### src/hdl/imc_cfg.svh
// Constants of the two-wire mode-control block
// Assumes inclusion by bare name from the top module and the bench
`ifndef IMC_CFG_SVH
`define IMC_CFG_SVH
`define IMC_OFF_MODE   8'h00
`define IMC_OFF_OWN    8'h04
`define IMC_OFF_TARGET 8'h08
`define IMC_OFF_COUNT  8'h0C
`define IMC_OFF_TXD    8'h10
`define IMC_OFF_RXD    8'h14
`define IMC_OFF_STAT   8'h18
`define IMC_MODE_RST   16'h0000
`define IMC_MODE_WMASK 16'hEFFF
`define IMC_B_START    13
`define IMC_B_STOP     11
`define IMC_B_MASTER   10
`define IMC_B_DIR      9
`define IMC_B_WIDE     8
`define IMC_B_REPEAT   7
`define IMC_B_LOOP     6
`define IMC_B_ENABLE   5
`define IMC_S_BUSY     0
`define IMC_S_RXRDY    1
`define IMC_S_STOPSEEN 2
`define IMC_S_MASTER   3
`define IMC_PSC_RATIO  4
`define IMC_ADDR10_HDR 5'h1E
`endif

### src/hdl/imc_pkg.sv
// Types of the two-wire mode-control block
// Needs nothing from the constants header
package imc_pkg;
  // Sequencer states, Gray along idle-start-address-data-stop
  typedef enum logic [2:0] {
    IMC_IDLE  = 3'h0,
    IMC_START = 3'h1,
    IMC_ADDR  = 3'h3,
    IMC_DATA  = 3'h2,
    IMC_STOP  = 3'h6
  } imc_state_t;
endpackage : imc_pkg

### src/hdl/imc_mode_ctrl.sv
// Mode control and word sequencer of a two-wire bus controller
// Assumes one 10 MHz clock, a plain register port, and the pad wire-AND
// Behaviour
// - Master stops when counter reaches zero, stop set
// - Stop request self-clears after the stop
// - Master role self-clears on generated stop
// - Master drives clock; slave leaves clock alone
// - Direction bit picks receive or transmit
// - Seven-bit target and own address when narrow
// - Ten-bit target and own address when expanded
// - Counted mode moves exactly the count
// - Repeat mode runs until stop requested
// - Repeat bit ignored unless master transmitter
// - Stop request ends repeat mode; start request inserts a repeated START
// - Loopback returns each word after n cycles
// - Loopback shares one clock, sends own address
// - Enable low holds reset, clears status
// - Start request makes START when master, then self-clears
//
// Chosen here: the register offsets and the address-and-strobe port.
`include "imc_cfg.svh"
`timescale 1ns/1ps
`default_nettype none
module imc_mode_ctrl #(
  parameter int RATIO = `IMC_PSC_RATIO  // Module clocks per bit time
) (
  input  wire logic       MCLK_IN,
  input  wire logic       ARST_N_IN,
  input  wire logic [7:0] REG_ADDR_IN,
  input  wire logic [31:0] REG_WDATA_IN,
  input  wire logic       REG_WR_IN,
  input  wire logic       REG_RD_IN,
  output logic [31:0]     REG_RDATA_OUT,
  input  wire logic       SCL_IN,
  output logic            SCL_OUT,
  output logic            SCL_OE_OUT,
  input  wire logic       SDA_IN,
  output logic            SDA_OUT,
  output logic            SDA_OE_OUT
);
  localparam int HALF = RATIO / 2;  // Clock rises mid bit
  localparam int LOOP_N = RATIO * 8;  // Loopback latency per word

  // Address byte builder, used for both halves of a wide address
  function automatic logic [7:0] addr_byte(input logic first, input logic wide,
                                           input logic [9:0] a, input logic rd);
    if (!wide) addr_byte = {a[6:0], rd};
    else if (first) addr_byte = {`IMC_ADDR10_HDR, a[9:8], rd};
    else addr_byte = a[7:0];
  endfunction : addr_byte

  imc_pkg::imc_state_t st_r;          // Sequencer state
  logic [15:0] mode_r;                // Mode control register
  logic [9:0]  own_r;                 // Own address
  logic [9:0]  tgt_r;                 // Target address
  logic [15:0] cnt_r;                 // Word count setting
  logic [15:0] wcnt_r;                // Internal down counter
  logic [7:0]  txd_r;                 // Transmit data
  logic [7:0]  rxd_r;                 // Receive data
  logic [7:0]  sh_r;                  // Transmit shifter
  logic [7:0]  rsh_r;                 // Receive shifter
  logic [2:0]  bit_r;                 // Bit within word
  logic [7:0]  ph_r;                  // Phase within bit
  logic        second_r;              // Second address byte pending
  logic        rxrdy_r;               // Word received, unread
  logic        stopseen_r;            // Sticky stop seen
  logic [1:0]  scl_sy_r;              // Clock pin synchroniser
  logic [1:0]  sda_sy_r;              // Data pin synchroniser
  logic [31:0] rdata_r;               // Read data stage

  // Named mode fields
  wire en      = mode_r[`IMC_B_ENABLE];
  wire master  = mode_r[`IMC_B_MASTER];
  wire dir_tx  = mode_r[`IMC_B_DIR];
  wire wide    = mode_r[`IMC_B_WIDE];
  wire loop    = mode_r[`IMC_B_LOOP];
  wire stop_rq = mode_r[`IMC_B_STOP];
  wire start_rq = mode_r[`IMC_B_START];
  // Repeat counts only for a master transmitter
  wire rep     = mode_r[`IMC_B_REPEAT] & master & dir_tx;
  // Loopback sends own address instead of the target
  wire [9:0] dest = loop ? own_r : tgt_r;

  // Bus decode
  wire wr_mode = REG_WR_IN && REG_ADDR_IN == `IMC_OFF_MODE;
  wire wr_own  = REG_WR_IN && REG_ADDR_IN == `IMC_OFF_OWN;
  wire wr_tgt  = REG_WR_IN && REG_ADDR_IN == `IMC_OFF_TARGET;
  wire wr_cnt  = REG_WR_IN && REG_ADDR_IN == `IMC_OFF_COUNT;
  wire wr_txd  = REG_WR_IN && REG_ADDR_IN == `IMC_OFF_TXD;
  wire wr_stat = REG_WR_IN && REG_ADDR_IN == `IMC_OFF_STAT;
  wire rd_rxd  = REG_RD_IN && REG_ADDR_IN == `IMC_OFF_RXD;

  // Bit timing: one tick ends each bit time
  wire active  = st_r != imc_pkg::IMC_IDLE;
  wire tick    = active && ph_r == 8'(RATIO - 1);
  wire sample  = active && ph_r == 8'(HALF);
  wire low_ph  = ph_r < 8'(HALF);
  // STOP keeps data low until the clock is back high
  wire stop_low = ph_r < 8'(RATIO - 1);
  wire last_b  = tick && bit_r == 3'h7;
  // Loopback takes the shifter, one clock for both ways
  wire in_bit  = loop ? sh_r[7] : sda_sy_r[1];
  wire word_end = last_b && st_r == imc_pkg::IMC_DATA;
  wire addr_end = last_b && st_r == imc_pkg::IMC_ADDR && !second_r;
  wire [15:0] wcnt_dec = wcnt_r - 16'h0001;
  // Counter after this word, frozen in repeat mode
  wire [15:0] wcnt_nx = rep ? wcnt_r : wcnt_dec;
  // Counted transfer ends at zero
  wire cnt_done = !rep && (addr_end ? cnt_r == 16'h0000 : wcnt_nx == 16'h0000);
  wire go_stop = stop_rq && (rep || cnt_done);
  wire hw_start_clr = st_r == imc_pkg::IMC_START && tick;
  wire hw_stop_done = st_r == imc_pkg::IMC_STOP && tick;

  imc_pkg::imc_state_t st_nxt;
  // Sequencer next state
  always_comb begin
    st_nxt = st_r;
    case (st_r)
      imc_pkg::IMC_IDLE:
        if (en && master && start_rq) st_nxt = imc_pkg::IMC_START;
      imc_pkg::IMC_START:
        if (tick) st_nxt = imc_pkg::IMC_ADDR;
      imc_pkg::IMC_ADDR:
        if (addr_end) begin
          if (go_stop) st_nxt = imc_pkg::IMC_STOP;
          else if (cnt_done) st_nxt = imc_pkg::IMC_IDLE;
          else st_nxt = imc_pkg::IMC_DATA;
        end
      imc_pkg::IMC_DATA:
        if (word_end) begin
          if (start_rq) st_nxt = imc_pkg::IMC_START;  // Repeated start
          else if (go_stop) st_nxt = imc_pkg::IMC_STOP;
          else if (cnt_done) st_nxt = imc_pkg::IMC_IDLE;
        end
      imc_pkg::IMC_STOP:
        if (tick) st_nxt = imc_pkg::IMC_IDLE;
      default: st_nxt = imc_pkg::IMC_IDLE;
    endcase
  end

  // State register; disable forces idle
  always_ff @(posedge MCLK_IN or negedge ARST_N_IN) begin
    if (!ARST_N_IN) st_r <= imc_pkg::IMC_IDLE;
    else if (!en) st_r <= imc_pkg::IMC_IDLE;
    else st_r <= st_nxt;
  end

  // Mode register; a software write beats the self-clears
  always_ff @(posedge MCLK_IN or negedge ARST_N_IN) begin
    if (!ARST_N_IN) begin
      mode_r <= `IMC_MODE_RST;
    end else if (wr_mode) begin
      mode_r <= REG_WDATA_IN[15:0] & `IMC_MODE_WMASK;
    end else begin
      if (hw_start_clr) mode_r[`IMC_B_START] <= 1'b0;
      if (hw_stop_done) begin
        mode_r[`IMC_B_STOP] <= 1'b0;
        mode_r[`IMC_B_MASTER] <= 1'b0;  // Back to slave
      end
    end
  end

  // Plain setting registers
  always_ff @(posedge MCLK_IN or negedge ARST_N_IN) begin
    if (!ARST_N_IN) begin
      own_r <= 10'h000;
      tgt_r <= 10'h000;
      cnt_r <= 16'h0000;
      txd_r <= 8'h00;
    end else begin
      if (wr_own) own_r <= REG_WDATA_IN[9:0];
      if (wr_tgt) tgt_r <= REG_WDATA_IN[9:0];
      if (wr_cnt) cnt_r <= REG_WDATA_IN[15:0];
      if (wr_txd) txd_r <= REG_WDATA_IN[7:0];
    end
  end

  // Bit phase and bit counters
  always_ff @(posedge MCLK_IN or negedge ARST_N_IN) begin
    if (!ARST_N_IN) begin
      ph_r <= 8'h00;
      bit_r <= 3'h0;
    end else if (!active || !en) begin
      ph_r <= 8'h00;
      bit_r <= 3'h0;
    end else if (tick) begin
      ph_r <= 8'h00;
      // Start and stop are single bit times
      if (st_r == imc_pkg::IMC_ADDR || st_r == imc_pkg::IMC_DATA) bit_r <= bit_r + 3'h1;
      else bit_r <= 3'h0;
    end else begin
      ph_r <= ph_r + 8'h01;
    end
  end

  // Shifters and word counter
  always_ff @(posedge MCLK_IN or negedge ARST_N_IN) begin
    if (!ARST_N_IN) begin
      sh_r <= 8'h00;
      rsh_r <= 8'h00;
      wcnt_r <= 16'h0000;
      second_r <= 1'b0;
    end else if (hw_start_clr) begin
      // Width of address follows the expanded bit
      sh_r <= addr_byte(1'b1, wide, dest, ~dir_tx);
      second_r <= wide;
      wcnt_r <= cnt_r;
    end else begin
      if (sample) rsh_r <= {rsh_r[6:0], in_bit};
      if (last_b && st_r == imc_pkg::IMC_ADDR && second_r) begin
        sh_r <= addr_byte(1'b0, wide, dest, ~dir_tx);
        second_r <= 1'b0;
      end else if (addr_end || word_end) begin
        sh_r <= txd_r;
        if (word_end) wcnt_r <= wcnt_nx;
      end else if (tick) begin
        sh_r <= {sh_r[6:0], 1'b0};
      end
    end
  end

  // Status flags; hardware set wins over the clear, disable clears
  always_ff @(posedge MCLK_IN or negedge ARST_N_IN) begin
    if (!ARST_N_IN) begin
      rxd_r <= 8'h00;
      rxrdy_r <= 1'b0;
      stopseen_r <= 1'b0;
    end else if (!en) begin
      rxrdy_r <= 1'b0;
      stopseen_r <= 1'b0;
    end else begin
      // Received word lands in the receive register
      if (word_end && (!dir_tx || loop)) begin
        rxd_r <= rsh_r;
        rxrdy_r <= 1'b1;
      end else if (rd_rxd) begin
        rxrdy_r <= 1'b0;
      end
      if (hw_stop_done) stopseen_r <= 1'b1;
      else if (wr_stat && REG_WDATA_IN[`IMC_S_STOPSEEN]) stopseen_r <= 1'b0;
    end
  end

  // Pin synchronisers
  always_ff @(posedge MCLK_IN or negedge ARST_N_IN) begin
    if (!ARST_N_IN) begin
      scl_sy_r <= 2'h3;
      sda_sy_r <= 2'h3;
    end else begin
      scl_sy_r <= {scl_sy_r[0], SCL_IN};
      sda_sy_r <= {sda_sy_r[0], SDA_IN};
    end
  end
  // A clock pulled low must read low on the pin two cycles on
  scl_pulled_a: assert property (@(posedge MCLK_IN) disable iff (!ARST_N_IN)
    $past(SCL_OE_OUT, 2) |-> !scl_sy_r[1]) else $error("clock pull not seen on pin");

  // Read data select, stands one cycle after the strobe
  wire [31:0] stat_w = {28'h0, master, stopseen_r, rxrdy_r, active};
  wire [31:0] rsel =
      REG_ADDR_IN == `IMC_OFF_MODE   ? {16'h0, mode_r} :
      REG_ADDR_IN == `IMC_OFF_OWN    ? {22'h0, own_r} :
      REG_ADDR_IN == `IMC_OFF_TARGET ? {22'h0, tgt_r} :
      REG_ADDR_IN == `IMC_OFF_COUNT  ? {16'h0, cnt_r} :
      REG_ADDR_IN == `IMC_OFF_TXD    ? {24'h0, txd_r} :
      REG_ADDR_IN == `IMC_OFF_RXD    ? {24'h0, rxd_r} :
      REG_ADDR_IN == `IMC_OFF_STAT   ? stat_w : 32'h0000_0000;

  // Read stage, zero outside a read
  always_ff @(posedge MCLK_IN or negedge ARST_N_IN) begin
    if (!ARST_N_IN) rdata_r <= 32'h0000_0000;
    else rdata_r <= REG_RD_IN ? rsel : 32'h0000_0000;
  end
  assign REG_RDATA_OUT = rdata_r;

  // Pins: open drain, only pulled low; slave never drives clock
  wire drv_bits = st_r == imc_pkg::IMC_ADDR ||
                  (st_r == imc_pkg::IMC_DATA && dir_tx);
  assign SCL_OUT = 1'b0;
  assign SDA_OUT = 1'b0;
  // Clock low at STOP entry so data falls while the clock is low, no false START
  assign SCL_OE_OUT = master && en && low_ph &&
                      (st_r == imc_pkg::IMC_ADDR || st_r == imc_pkg::IMC_DATA ||
                       st_r == imc_pkg::IMC_STOP);
  assign SDA_OE_OUT = st_r == imc_pkg::IMC_START ||
                      (st_r == imc_pkg::IMC_STOP && stop_low) ||
                      (drv_bits && !sh_r[7]);

  // Checks
  scl_slave_a: assert property (@(posedge MCLK_IN) disable iff (!ARST_N_IN)
    !master |-> !SCL_OE_OUT) else $error("clock driven while slave");
  stop_clears_a: assert property (@(posedge MCLK_IN) disable iff (!ARST_N_IN)
    hw_stop_done && !wr_mode |=> !stop_rq) else $error("stop request kept");
  master_drop_a: assert property (@(posedge MCLK_IN) disable iff (!ARST_N_IN)
    hw_stop_done && !wr_mode |=> !master && st_r == imc_pkg::IMC_IDLE)
    else $error("master role kept after stop");
  start_clears_a: assert property (@(posedge MCLK_IN) disable iff (!ARST_N_IN)
    $rose(st_r == imc_pkg::IMC_START) |-> ##[1:8] !start_rq || wr_mode)
    else $error("start request not cleared");
  stop_at_zero_a: assert property (@(posedge MCLK_IN) disable iff (!ARST_N_IN)
    word_end && stop_rq && !rep && wcnt_r == 16'h0001 && !start_rq && en
    |=> st_r == imc_pkg::IMC_STOP) else $error("no stop at count zero");
  count_dec_a: assert property (@(posedge MCLK_IN) disable iff (!ARST_N_IN)
    word_end && !rep && !hw_start_clr |=> wcnt_r == $past(wcnt_r) - 16'h0001)
    else $error("counter did not step");
  repeat_hold_a: assert property (@(posedge MCLK_IN) disable iff (!ARST_N_IN)
    word_end && rep && !stop_rq && !start_rq && en |=> st_r == imc_pkg::IMC_DATA)
    else $error("repeat transfer ended early");
  loop_return_a: assert property (@(posedge MCLK_IN) disable iff (!ARST_N_IN)
    word_end && loop && en |=> rxd_r == $past(rsh_r) && rxrdy_r)
    else $error("loopback word not returned");
  disable_clr_a: assert property (@(posedge MCLK_IN) disable iff (!ARST_N_IN)
    !en |=> !rxrdy_r && !stopseen_r && st_r == imc_pkg::IMC_IDLE)
    else $error("status kept while disabled");
  addr_width_a: assert property (@(posedge MCLK_IN) disable iff (!ARST_N_IN)
    hw_start_clr && !wide |=> sh_r == {$past(dest[6:0]), ~$past(dir_tx)})
    else $error("narrow address wrong");
endmodule : imc_mode_ctrl
`default_nettype wire

### config.mk
export PLATFORM = sky130hd
export DESIGN_NAME = imc_mode_ctrl
export DESIGN_NICKNAME = d
export VERILOG_FILES = /design/src/hdl/imc_pkg.sv /design/src/hdl/imc_mode_ctrl.sv
export VERILOG_INCLUDE_DIRS = /design/src /design/src/hdl
export SDC_FILE = /design/constraint.sdc
export NUM_CORES = 1
export LEC_CHECK = 0
export BUFFER_PORTS_ARGS = -buffer_cell sky130_fd_sc_hd__buf_2
export CELL_PAD_IN_SITES_DETAIL_PLACEMENT = 2
export CELL_PAD_IN_SITES_GLOBAL_PLACEMENT = 2
export CORE_UTILIZATION = 35
export CTS_CLUSTER_DIAMETER = 100
export DETAILED_ROUTE_END_ITERATION = 7
export PLACE_DENSITY = 0.79
export SLEW_MARGIN = 15
export SYNTH_ARGS = -nofsm -noshare
export SYNTH_HDL_FRONTEND = slang
export SYNTH_SLANG_ARGS = --single-unit
### constraint.sdc
create_clock -name MCLK_IN -period 3.4 [get_ports MCLK_IN]
set_clock_uncertainty 0.2 [all_clocks]
set_input_delay 0.68 -clock MCLK_IN [delete_from_list [all_inputs] [get_ports MCLK_IN]]
set_output_delay 0.68 -clock MCLK_IN [all_outputs]
set_load 0.02 [all_outputs]
======== Yosys cells after proc, flatten, opt, wreduce, memory -nomap -nowiden ========
Index checks and enable logic that the tools add are counted.
storage, ports and cells
  register bits after elaboration ......... 134
  output and inout bits ................... 36
  word-level logic and storage cells ...... 159
  input bits .............................. 46
operators by class
  reductions and logical operators ........ 58
  add/sub/neg operators ................... 3
  bitwise operators ....................... 4
  muxes and demuxes ....................... 51
  eq/ne operators ......................... 22
  magnitude comparators ................... 2
operator list
  operator                 number
  $mux W16                 10
  $mux W8                  10
  $mux W3                  13
  $logic_not A16 Y1        2
  $logic_and A1 B1 Y1      27
  $eq A8 B5 Y1 const B     3
  $eq A8 B2 Y1 const B     2
  $eq A8 B4 Y1 const B     2
  $lt A8 B2 Y1 const B     2
  $sub A16 B1 Y16 const B  1
  $ne A3 B3 Y1 const B     5
  $pmux W3 S5              1
  $mux W1                  12
  $reduce_bool A2 Y1       6
  $mux W10                 1
  $logic_or A1 B1 Y1       9
  $add A8 B1 Y8 const B    1
  $eq A8 B3 Y1 const B     1
  $logic_not A8 Y1         1
  $eq A3 B2 Y1 const B     2
  $eq A3 B3 Y1 const B     2
  $logic_not A1 Y1         6
  $mux W2                  3
  $ne A3 B1 Y1 const B     2
  13 further kinds         16

======== Depth between registers and ports, before layout ========
Gate-level depths: netlist of run 1.
  depth in word-level cells ............... 14
  gate-level depth with buffers ........... 11
  depth with buffers taken out ............ 10

======== Worst setup path after synthesis of run 1 ========
Ideal clock, no wire load.
  path kind ............................... register to register
  start ................................... register wcnt_r[0]
  end ..................................... register st_r[0]
  cell stages (with the launch flop) ...... 12
  path slack .............................. 325 ps
  arrival ................................. 2750 ps
  buffers on the path ..................... 1
  setup time .............................. 125 ps
  required time ........................... 3075 ps
  clock period less this slack ............ 3075 ps
  path through ............................ dfrtp_1 -> clkbuf_1 -> inv_1 -> ha_1 -> or3b_2 -> nand4b_1 -> xor2_1 -> o2111ai_1 -> nor4b_2 -> nor2_2 -> a22oi_2 -> mux2_2
between the ends
  word-level cells in the longest chain between the ends .. 12
  elaborated cells on any way between the ends .. 16
  those cells by class .................... add/sub: 1; eq/ne: 1; mux: 9; reduce/logical: 5
ends and longest elaborated chain
  what                     line                  text
  from (decl)              imc_mode_ctrl.sv:57   logic [15:0] wcnt_r;
  from (signal assigned)   imc_mode_ctrl.sv:207  wcnt_r <= cnt_r;
  from (signal assigned)   imc_mode_ctrl.sv:215  if (word_end) wcnt_r <= wcnt_nx;
  $sub A16 B1 Y16          imc_mode_ctrl.sv:105  wire [15:0] wcnt_dec = wcnt_r - 16'h0001;
  $mux W16 (*)             imc_mode_ctrl.sv:107  wire [15:0] wcnt_nx = rep ? wcnt_r : wcnt_dec;
  $logic_not A16 Y1 (*)    imc_mode_ctrl.sv:109  wire cnt_done = !rep && (addr_end ? cnt_r == 16'h0000 : wcnt_nx == 16'h0000);
  $mux W1 (*)              imc_mode_ctrl.sv:109
  $logic_and A1 B1 Y1 (*)  imc_mode_ctrl.sv:109
  $logic_or A1 B1 Y1       imc_mode_ctrl.sv:110  wire go_stop = stop_rq && (rep || cnt_done);
  $logic_and A1 B1 Y1      imc_mode_ctrl.sv:110
  $mux W3                  imc_mode_ctrl.sv:132  else if (go_stop) st_nxt = imc_pkg::IMC_STOP;
  $mux W3                  imc_mode_ctrl.sv:131  if (start_rq) st_nxt = imc_pkg::IMC_START;
  $mux W3                  imc_mode_ctrl.sv:130  if (word_end) begin
  $pmux W3 S5              imc_mode_ctrl.sv:118  case (st_r)
  $mux W3                  imc_mode_ctrl.sv:144  else if (!en) st_r <= imc_pkg::IMC_IDLE;
  to (signal assigned)     imc_mode_ctrl.sv:143  if (!ARST_N_IN) st_r <= imc_pkg::IMC_IDLE;
  to (signal assigned)     imc_mode_ctrl.sv:144
  to (signal assigned)     imc_mode_ctrl.sv:145  else st_r <= st_nxt;
  to (decl)                imc_mode_ctrl.sv:52   imc_pkg::imc_state_t st_r;
Mark *: on every way between the ends. The rest lies on a longest branch, timed or not. The select of a mux whose other input is x is not followed.
A chain may end at the register's enable or synchronous reset.

======== Worst setup path after layout of run 1 ========
  start ................................... register wcnt_r[1]
  end ..................................... register st_r[1]
The elaborated chain is that of the path after synthesis.

==> results.py, run 1 <==
metrics = {
    "status": {
        "status": "complete, no violations",
    },
    "min_path": {
        "min_from": "SDA_IN",
        "min_to": "sda_sy_r[0]$_DFF_PN1_",
        "hold_path_depth": 1,
        "min_path_type": "in -> reg",
    },
    "placed_design": {
        "port_buffers": 46,
        "place.gp.congestion": 0.843,
        "dpl_cell_area_um2": 7410,
        "pre_cts_ws_ns": -0.00707,
        "detailed_place_hpwl_um": 16800,
    },
    "sta": {
        "setup_viol": 0,
        "worstMarginPinSlew_ns": 0.918,
        "fin_ws_ns": 0.0221,
        "slew_headroom": 0.388,
        "holdWs_ns": 0.148,
        "max_freq_mhz": 296,
        "final_max_slew_viol_count": 0,
        "fin_crit_sh": 0.993,
        "tns_ns": 0,
        "fin_crit_ns": 3.38,
        "hold_viol_final": 0,
    },
    "clocking": {
        "clock_sinks": 134,
        "root_buffer": "clkbuf_16",
        "clk_pin_slew_ns": 0.06,
        "cts.path.max_buffers": 2,
        "clk-insertion-delay-late_ns": 0.43,
        "cts_max_level": 4,
        "cts_tree": "yes",
        "cts_buffers": 17,
    },
    "critical_path": {
        "critPathRequiredTime_ns": 3.51,
        "reg2reg_from": "wcnt_r[1]$_DFFE_PN0P_",
        "path_cells": "inv_1 -> ha_1 -> or3b_2 -> nand4b_1 -> xor2_1 -> o2111ai_1 -> nor4b_2 -> buf_4 -> nor2_2 -> a22oi_2 -> mux2_2",
        "crit_type": "reg -> reg",
        "crit_arrival_ns": 3.49,
        "r2r-end": "st_r[1]$_DFFE_PN0P_",
        "cpLargestDelayFamily": "simple AND/OR/NAND/NOR gates",
        "cp-end-kind": "flop",
        "crit_path_max_fanout": 6,
        "slowest_delay_ns": 0.51,
        "critPathBufInv": 2,
        "startpoint_type": "flop",
        "reg2reg_slack_ns": 0.02,
        "crit_slowest_cell": "or3b_2",
        "r2r_cells": 11,
    },
    "logic_synthesis": {
        "ys_top_cells_by_area": "dfrtp_1 (48%), mux2_2 (11%), nand2_1 (4.7%), o21ai_0 (2.5%), nor2_1 (2.2%)",
        "syn_avg_cell_area_um2": 10.4,
        "synth.distinct_cells": 68,
        "yosysTopAreaCell": "dfrtp_1",
        "ys_seq_area_frac": 0.491,
        "yosysTopAreaCellShare": 0.483,
        "netlist_area_um2": 6840,
        "syn_inst": 656,
        "ys_warn_count": 0,
        "synth-seq-cells": 134,
        "ys_async_sr_fraction": 1.00,
        "synth_edf_count": 0,
        "synth_ff_type": "dfrtp_1",
    },
    "pwr": {
        "combinationalPowerShare": 0.052,
        "swShare": 0.259,
        "p_clk_frac": 0.490,
        "power.internal_w": 0.00273,
        "p_seq_frac": 0.458,
        "p_per_area_nw_per_um2": 459,
        "vdd_ir_drop_max_uv": 368,
        "total_leakage_power_nw": 3.80,
        "netSwitchingPower_w": 0.000952,
    },
    "flow_run": {
        "drv_cap": 0,
    },
    "finish": {
        "synthToLayoutAreaGrowth_pct": 17.1,
        "diodes": 0,
        "num-nets-final": 770,
        "drive_above_1_share": 0.277,
        "fillers": 1987,
        "post-route-cell-area_um2": 8010,
    },
    "routing": {
        "routed_wirelength_um": 24300,
        "via_per_inst": 5.82,
        "drtAntennaViolNets": 0,
        "drc": 0,
        "vias": 5776,
        "wl_per_cell_um": 24.5,
        "drtIter0Drc": 298,
        "firstDrtPassIters": 5,
    },
    "die": {
        "start_util": 0.361,
        "die_y_um": 142,
        "die_area_um2": 20100,
        "row_count": 50,
        "io_pins": 82,
        "die_x_um": 142,
        "core_area_um2": 19000,
    },
    "grt": {
        "grt_pass1_vias": 6513,
        "antenna_found_initial": 1,
        "grt_pass1_wl_um": 38100,
        "grt_usage": 0.256,
        "grt_max_degree": 65,
        "grt_remaining_overflow": 0,
    },
}
==> stage by stage <==
stage,utilization,cells,power [W]
after floorplan,-,673,0.00180
after global placement,0.391,956,0.00189
after detailed placement,0.391,956,0.00190
after CTS,0.421,989,0.00370
after global routing,0.423,992,0.00379
final,0.423,992,0.00368
==> layout make-up <==
| type | count | area, µm² | share of cell area |
|---|---|---|---|
| flip-flops and latches | 134 | 3360 | 0.419 |
| multi-input cells | 477 | 3240 | 0.404 |
| repair buffers | 77 | 484 | 0.0605 |
| clock buffers | 19 | 443 | 0.0553 |
| well taps | 260 | 325 | 0.0406 |
| clock inverters | 13 | 120 | 0.0150 |
| inverters | 12 | 45.0 | 0.00562 |
==> cell usage after synthesis (7+ instances only) <==
master and number:
nand2_1 85, inv_1 12, dfrtp_1 132, mux2i_1 13, clkbuf_1 25, a21oi_1 25, nand3_1 28, o21ai_0 34
nor2_1 41, o211ai_1 7, mux2_2 69, a22oi_1 20, nor4_1 10, buf_4 18
==> registers in the layout, summed over array words and instances, names as in the netlist <==
name / flops
wcnt_r: 16
tgt_r: 10
mode_r: 15
own_r: 10
bit_r: 3
sh_r: 8
rsh_r: 8
stopseen_r: 1
ph_r: 8
txd_r: 8
sda_sy_r: 2
second_r: 1
st_r: 3
rxd_r: 8
REG_RDATA_OUT: 16
cnt_r: 16
rxrdy_r: 1
==> repair_timing <==
| item | in CTS | in global routing |
|---|---|---|
| hold endpoints to repair | 38 | 0 |
| hold buffers | 1 | 0 |
| setup buffers | 0 | 3 |
| resized for setup | 0 | 0 |
| endpoints found under the setup margin | 0 | 3 |
==> cells in the final DEF (no fill, tap or decap), drive strengths merged, types with 3 or more instances in the layout <==
| master | n |
|---|---|
| nor2b | 3 |
| clkinvlp | 3 |
| or2 | 3 |
| and2 | 4 |
| and3 | 6 |
| nor4 | 11 |
| or4 | 5 |
| buf | 76 |
| nor3 | 10 |
| o211ai | 7 |
| a222oi | 6 |
| nor3b | 4 |
| conb | 18 |
| a22oi | 21 |
| o311ai | 6 |
| nand2 | 86 |
| nand3 | 29 |
| nor2 | 45 |
| a221o | 5 |
| dfrtp | 132 |
| inv | 16 |
| nor4b | 3 |
| a221oi | 3 |
| mux2 | 69 |
| xor2 | 6 |
| a21oi | 25 |
| o21ai | 36 |
| clkinv | 5 |
| ha | 5 |
| a211oi | 4 |
| nand4 | 6 |
| a21o | 5 |
| mux2i | 13 |
| clkbuf | 19 |
| a31oi | 3 |
| a32oi | 4 |
| nand2b | 5 |
==> worst max-delay path by stage <==
stage / startpoint / to / cells past startpoint
finish: wcnt_r[1]$_DFFE_PN0P_ / st_r[1]$_DFFE_PN0P_ / 11
detailed placement: REG_ADDR_IN[1] / REG_RDATA_OUT[0]$_DFF_PN0_ / 9
floorplan: wcnt_r[0]$_DFFE_PN0P_ / st_r[0]$_DFFE_PN0P_ / 11
global placement: REG_ADDR_IN[1] / REG_RDATA_OUT[0]$_DFF_PN0_ / 9
global route: wcnt_r[1]$_DFFE_PN0P_ / st_r[1]$_DFFE_PN0P_ / 11
CTS: wcnt_r[1]$_DFFE_PN0P_ / st_r[1]$_DFFE_PN0P_ / 10
==> kinds of logic after synthesis <==
group                    count (synthesis)  share of synthesized area
multiplexers                            83                      0.136
other                                    1                   0.000548
adder cells (fa/ha/maj)                  5                    0.00915
AO/OA/AOI/OAI                          137                      0.138
XOR/XNOR                                 8                     0.0102
flip-flops                             134                      0.491
buffers and inverters                   62                     0.0457
AND/OR/NAND/NOR                        226                      0.170
==> metal layers <==
layer,vias to the layer above,routed length [µm],track usage
li1,2487,-,-
met5,-,0,0
met1,3052,10100,0.311
met3,45,1280,0.0611
met4,0,694,0.0968
met2,192,12200,0.440
==> power by group through the flow <==
stage	Sequential (W)	Clock [W]	Combinational (W)
after floorplan	0.00168	0	0.000114
after global placement	0.00171	0	0.000177
after detailed placement	0.00171	0	0.000186
after CTS	0.00168	0.00183	0.000191
after global routing	0.00169	0.00189	0.000206
final	0.00169	0.00180	0.000191
No activity file was read; power rests on OpenSTA's default activity.
==> inputs of run 2 (changes only) <==
--- a/config.mk
+++ b/config.mk
@@ -6,13 +6,14 @@
 export SDC_FILE = /design/constraint.sdc
 export NUM_CORES = 1
 export LEC_CHECK = 0
+export ABC_AREA = 1
 export BUFFER_PORTS_ARGS = -buffer_cell sky130_fd_sc_hd__buf_2
 export CELL_PAD_IN_SITES_DETAIL_PLACEMENT = 2
 export CELL_PAD_IN_SITES_GLOBAL_PLACEMENT = 2
 export CORE_UTILIZATION = 35
 export CTS_CLUSTER_DIAMETER = 100
 export DETAILED_ROUTE_END_ITERATION = 7
-export PLACE_DENSITY = 0.79
+export PLACE_DENSITY = 0.84
 export SLEW_MARGIN = 15
 export SYNTH_ARGS = -nofsm -noshare
 export SYNTH_HDL_FRONTEND = slang
==> results.py, run 2 <==
metrics = {
    "clocking": {
        "clk-insertion-delay-late_ns": 0.44,
        "post_cts_resized": 0,
        "cts.path.max_buffers": 2,
        "clock_sinks": 134,
        "cts_buffers": 17,
        "cts_tree": "yes",
        "root_buffer": "clkbuf_16",
        "clk_pin_slew_ns": 0.06,
        "holdBufCountCts": 0,
        "cts_max_level": 4,
        "post-cts-setup-buffers": 0,
    },
    "routing": {
        "via_per_inst": 5.39,
        "vias": 6370,
        "drtIter0Drc": 366,
        "routed_wirelength_um": 25100,
        "firstDrtPassIters": 5,
        "drc": 0,
        "wl_per_cell_um": 21.2,
        "drtAntennaViolNets": 0,
    },
    "logic_synthesis": {
        "yosysMostFrequentCell": "nand2_1",
        "netlist_area_um2": 6950,
        "synth.distinct_cells": 52,
        "ys_top_cells_by_area": "dfrtp_1 (47%), nand2_1 (11%), o21ai_0 (6.8%), inv_1 (5.3%), a21oi_1 (3.2%)",
        "synth_ff_type": "dfrtp_1",
        "ys_seq_area_frac": 0.483,
        "yosysTopAreaCellShare": 0.475,
        "synth-seq-cells": 134,
        "synth_common_cells": "nand2_1 (205), dfrtp_1 (132), inv_1 (99), o21ai_0 (95), nor2_1 (51)",
        "ys_async_sr_fraction": 1.00,
        "syn_avg_cell_area_um2": 8.10,
        "synth_edf_count": 0,
        "ys_warn_count": 0,
        "syn_inst": 859,
        "yosysTopAreaCell": "dfrtp_1",
    },
    "pwr": {
        "netSwitchingPower_w": 0.000946,
        "swShare": 0.251,
        "p_clk_frac": 0.502,
        "vdd_ir_drop_max_uv": 376,
        "power.internal_w": 0.00282,
        "combinationalPowerShare": 0.052,
        "p_seq_frac": 0.446,
        "total_leakage_power_nw": 3.76,
        "p_per_area_nw_per_um2": 471,
    },
    "finish": {
        "post-route-cell-area_um2": 8000,
        "final_cell_mix": "nand2_1 (205), dfrtp_1 (132), inv_1 (99)",
        "finish.utilization": 0.411,
        "diodes": 0,
        "layout_commonest_cell": "nand2_1",
        "num-nets-final": 955,
        "drive_above_1_share": 0.146,
        "synthToLayoutAreaGrowth_pct": 15.0,
    },
    "grt": {
        "grt_max_degree": 69,
        "grt_usage": 0.269,
        "antenna_found_initial": 0,
        "grt_pass1_vias": 7272,
        "grt_remaining_overflow": 0,
        "grt_pass1_wl_um": 40600,
    },
    "flow_run": {
        "drv_cap": 0,
    },
    "die": {
        "io_pins": 82,
        "row_count": 51,
        "die_y_um": 143,
        "start_util": 0.357,
        "die_area_um2": 20400,
        "die_x_um": 143,
        "core_area_um2": 19500,
    },
    "sta": {
        "fin_crit_sh": 0.893,
        "worstMarginPinSlew_ns": 0.787,
        "slew_headroom": 0.476,
        "holdWs_ns": 0.0519,
        "final_max_slew_viol_count": 0,
        "fin_crit_ns": 3.04,
        "max_freq_mhz": 329,
        "hold_viol_final": 0,
        "rsz0062_at_grt": "false",
        "tns_ns": 0,
        "setup_viol": 0,
    },
    "placed_design": {
        "place.gp.congestion": 0.877,
        "port_buffers": 46,
        "detailed_place_hpwl_um": 17200,
        "dpl_cell_area_um2": 7400,
    },
    "critical_path": {
        "r2r_cells": 12,
        "crit_path_max_fanout": 6,
        "reg2reg_from": "ph_r[1]$_DFF_PN0_",
        "crit_arrival_ns": 2.16,
        "startpoint_type": "flop",
        "cp-end-kind": "output port",
        "reg2reg_slack_ns": 0.71,
        "r2r-end": "sh_r[2]$_DFFE_PN0P_",
        "critPathRequiredTime_ns": 2.52,
        "crit_type": "reg -> out",
    },
    "status": {
        "status": "complete, no violations",
    },
    "min_path": {
        "min_path_type": "in -> async",
    },
}
run 2: worst max-delay path, cell delays in order, from the launching register on:
cell	delay [ns]
dfrtp_1	0.48
inv_1	0.11
nor3_1	0.36
inv_1	0.14
o311ai_0	0.40
buf_2	0.24
run 2: cell type report:
type / count / area [µm²]
clock inverter: 11 / 124
inverter: 110 / 413
fill: 2211 / 11500
multi-input combinational: 584 / 2970
tap: 265 / 332
timing repair buffer: 57 / 332
clock buffer: 21 / 470
sequential: 134 / 3360
run 2: logic make-up after synthesis:
kind of cell	Yosys count	synth area share
mux	5	0.00756
simple gates	341	0.222
compound gates	213	0.177
buf+inv	158	0.0995
xor+xnor	2	0.00252
fa+ha+maj	5	0.00900
flops	134	0.483
other cells	1	0.000539
run 2: worst max path at each step:
stage	start	end	slack, ns	cells after the start
global route	st_r[2]$_DFFE_PN0P_	SDA_OE_OUT	0.20	5
CTS	st_r[2]$_DFFE_PN0P_	SDA_OE_OUT	0.31	5
finish	st_r[2]$_DFFE_PN0P_	SDA_OE_OUT	0.36	5
global placement	REG_ADDR_IN[5]	REG_RDATA_OUT[6]$_DFF_PN0_	0.70	8
floorplan	st_r[2]$_DFFE_PN0P_	SDA_OE_OUT	0.84	4
detailed placement	REG_ADDR_IN[1]	own_r[3]$_DFFE_PN0P_	0.57	8
run 2: routing by layer:
layer  routed length, µm  up-vias  GRT usage
li1                    -     2904          -
met1               10500     3251      0.323
met2               12800      145      0.467
met3                 868       70     0.0456
met4                 922        0      0.131
met5                   0        -          0
run 2: per-stage QoR:
stage / power, W / cells / setup WS, ns
floorplan: 0.00180 / 876 / 0.840
global placement: 0.00189 / 1150 / 0.702
detailed placement: 0.00189 / 1150 / 0.574
CTS: 0.00380 / 1182 / 0.313
global route: 0.00388 / 1182 / 0.195
finish: 0.00377 / 1182 / 0.362
run 2: power groups by stage:
stage	clock [W]	combinational (W)	sequential [W]
final	0.00189	0.000195	0.00168
after global routing	0.00198	0.000219	0.00168
after CTS	0.00192	0.000198	0.00168
after detailed placement	0	0.000192	0.00170
after global placement	0	0.000185	0.00170
after floorplan	0	0.000117	0.00168
==> inputs of run 3 (changes only) <==
--- a/config.mk
+++ b/config.mk
@@ -13,7 +13,9 @@
 export CORE_UTILIZATION = 35
 export CTS_CLUSTER_DIAMETER = 100
 export DETAILED_ROUTE_END_ITERATION = 7
+export HOLD_SLACK_MARGIN = 0.06
 export PLACE_DENSITY = 0.84
+export RECOVER_POWER = 50
 export SLEW_MARGIN = 15
 export SYNTH_ARGS = -nofsm -noshare
 export SYNTH_HDL_FRONTEND = slang
==> results.py, run 3 (synthesized netlist as in run 2, its figures left out) <==
metrics = {
    "min_path": {
        "min_to": "sda_sy_r[0]$_DFF_PN1_",
        "min_from": "SDA_IN",
        "min_path_type": "in -> reg",
        "hold_path_depth": 1,
    },
    "placed_design": {
        "port_buffers": 46,
        "place.gp.congestion": 0.877,
        "detailed_place_hpwl_um": 17200,
        "dpl_cell_area_um2": 7400,
        "pre_cts_ws_ns": 0.574,
    },
    "clocking": {
        "cts_buffers": 17,
        "clk-insertion-delay-late_ns": 0.44,
        "post-cts-setup-buffers": 0,
        "holdBufCountCts": 0,
        "post_cts_resized": 0,
        "cts.path.max_buffers": 2,
        "cts_tree": "yes",
        "clk_pin_slew_ns": 0.06,
        "clock_sinks": 134,
        "root_buffer": "clkbuf_16",
        "cts_max_level": 4,
    },
    "die": {
        "core_area_um2": 19500,
        "io_pins": 82,
        "die_area_um2": 20400,
        "die_x_um": 143,
        "die_y_um": 143,
        "row_count": 51,
        "start_util": 0.357,
    },
    "routing": {
        "drc": 0,
        "wl_per_cell_um": 21.2,
        "drtAntennaViolNets": 0,
        "firstDrtPassIters": 5,
        "drtIter0Drc": 388,
        "vias": 6410,
        "via_per_inst": 5.42,
        "routed_wirelength_um": 25000,
    },
    "flow_run": {
        "drv_cap": 1,
    },
    "sta": {
        "fin_crit_ns": 3.04,
        "hold_viol_final": 0,
        "tns_ns": 0,
        "slew_headroom": -0.198,
        "rsz0062_at_grt": "false",
        "setup_viol": 0,
        "fin_ws_ns": 0.363,
        "max_freq_mhz": 329,
        "final_max_slew_viol_count": 69,
        "fin_crit_sh": 0.893,
        "worstMarginPinSlew_ns": 1.80,
    },
    "critical_path": {
        "r2r-end": "sh_r[2]$_DFFE_PN0P_",
        "crit_type": "reg -> out",
        "reg2reg_from": "ph_r[1]$_DFF_PN0_",
        "crit_path_max_fanout": 6,
        "startpoint_type": "flop",
        "crit_start": "st_r[2]$_DFFE_PN0P_",
        "r2r_cells": 12,
        "reg2reg_slack_ns": 0.72,
        "critPathRequiredTime_ns": 2.52,
        "crit_arrival_ns": 2.16,
        "cp-end-kind": "output port",
    },
    "grt": {
        "grt_usage": 0.269,
        "grt_max_degree": 69,
        "antenna_found_initial": 0,
        "grt_remaining_overflow": 0,
        "grt_pass1_wl_um": 40600,
        "grt_pass1_vias": 7272,
    },
    "finish": {
        "num-nets-final": 955,
        "ff_latch_area_um2": 3360,
        "final_cell_mix": "nand2_1 (205), dfrtp_1 (132), inv_1 (99)",
        "finish.utilization": 0.409,
        "drive_above_1_share": 0.136,
        "fillers": 2212,
        "layout_commonest_cell": "nand2_1",
        "diodes": 0,
        "post-route-cell-area_um2": 7960,
        "synthToLayoutAreaGrowth_pct": 14.4,
        "multi_input_area_um2": 2970,
    },
    "pwr": {
        "total_leakage_power_nw": 3.71,
        "p_per_area_nw_per_um2": 472,
        "vdd_ir_drop_max_uv": 374,
    },
    "status": {
        "failed_checks": "capacitance limit, slew limit",
        "status": "finished, violations left",
    },
}
-- run 3: cell count changes in the layout (fill, tap and decap cells not counted), sizes merged --
cell / previous run / this run
buf: 57 / 46
clkbuf: 21 / 32
-- run 3: layer usage --
metal / wire length, µm / share of wire / vias to the layer above / global-route usage
met5: 0 / 0 / - / 0
met4: 931 / 0.037 / 0 / 0.131
li1: - / - / 2906 / -
met2: 12800 / 0.51 / 152 / 0.467
met3: 951 / 0.038 / 71 / 0.0456
met1: 10300 / 0.41 / 3281 / 0.323
-- run 3: final cells by class --
class,instances,share of cell area
clock inverters,11,0.0156
flip-flops and latches,134,0.422
inverters,110,0.0519
clock buffers,21,0.0591
well taps,265,0.0417
repair buffers,57,0.0369
multi-input cells,584,0.373
-- run 3: worst max-delay path by stage --
stage                     slack, ns                         end  cells past startpoint
after floorplan                0.84                  SDA_OE_OUT                      4
after global placement         0.70  REG_RDATA_OUT[6]$_DFF_PN0_                      8
after detailed placement       0.57        own_r[3]$_DFFE_PN0P_                      8
after CTS                      0.31                  SDA_OE_OUT                      5
after global routing           0.20                  SDA_OE_OUT                      5
final                          0.36                  SDA_OE_OUT                      5
-- run 3: critical path, cell delays in order, from the launching register on --
cell and delay (ns):
dfrtp_1 0.48, inv_1 0.11, nor3_1 0.36, inv_1 0.14, o311ai_0 0.40, buf_2 0.24
-- run 3: report_power, final --
| part | internal [W] | leakage (nW) | switching [W] |
|---|---|---|---|
| logic | 0.0000476 | 1.57 | 0.000144 |
| clock network | 0.00114 | 0.285 | 0.000753 |
| registers | 0.00163 | 1.85 | 0.0000468 |
-- run 3: through the flow --
| stage | instances | hold slack, ns | total power [W] |
|---|---|---|---|
| after floorplan | 876 | 0.145 | 0.00180 |
| after global placement | 1150 | 0.147 | 0.00189 |
| after detailed placement | 1150 | 0.147 | 0.00189 |
| after CTS | 1182 | 0.0884 | 0.00380 |
| after global routing | 1182 | 0.126 | 0.00388 |
| final | 1182 | 0.141 | 0.00376 |
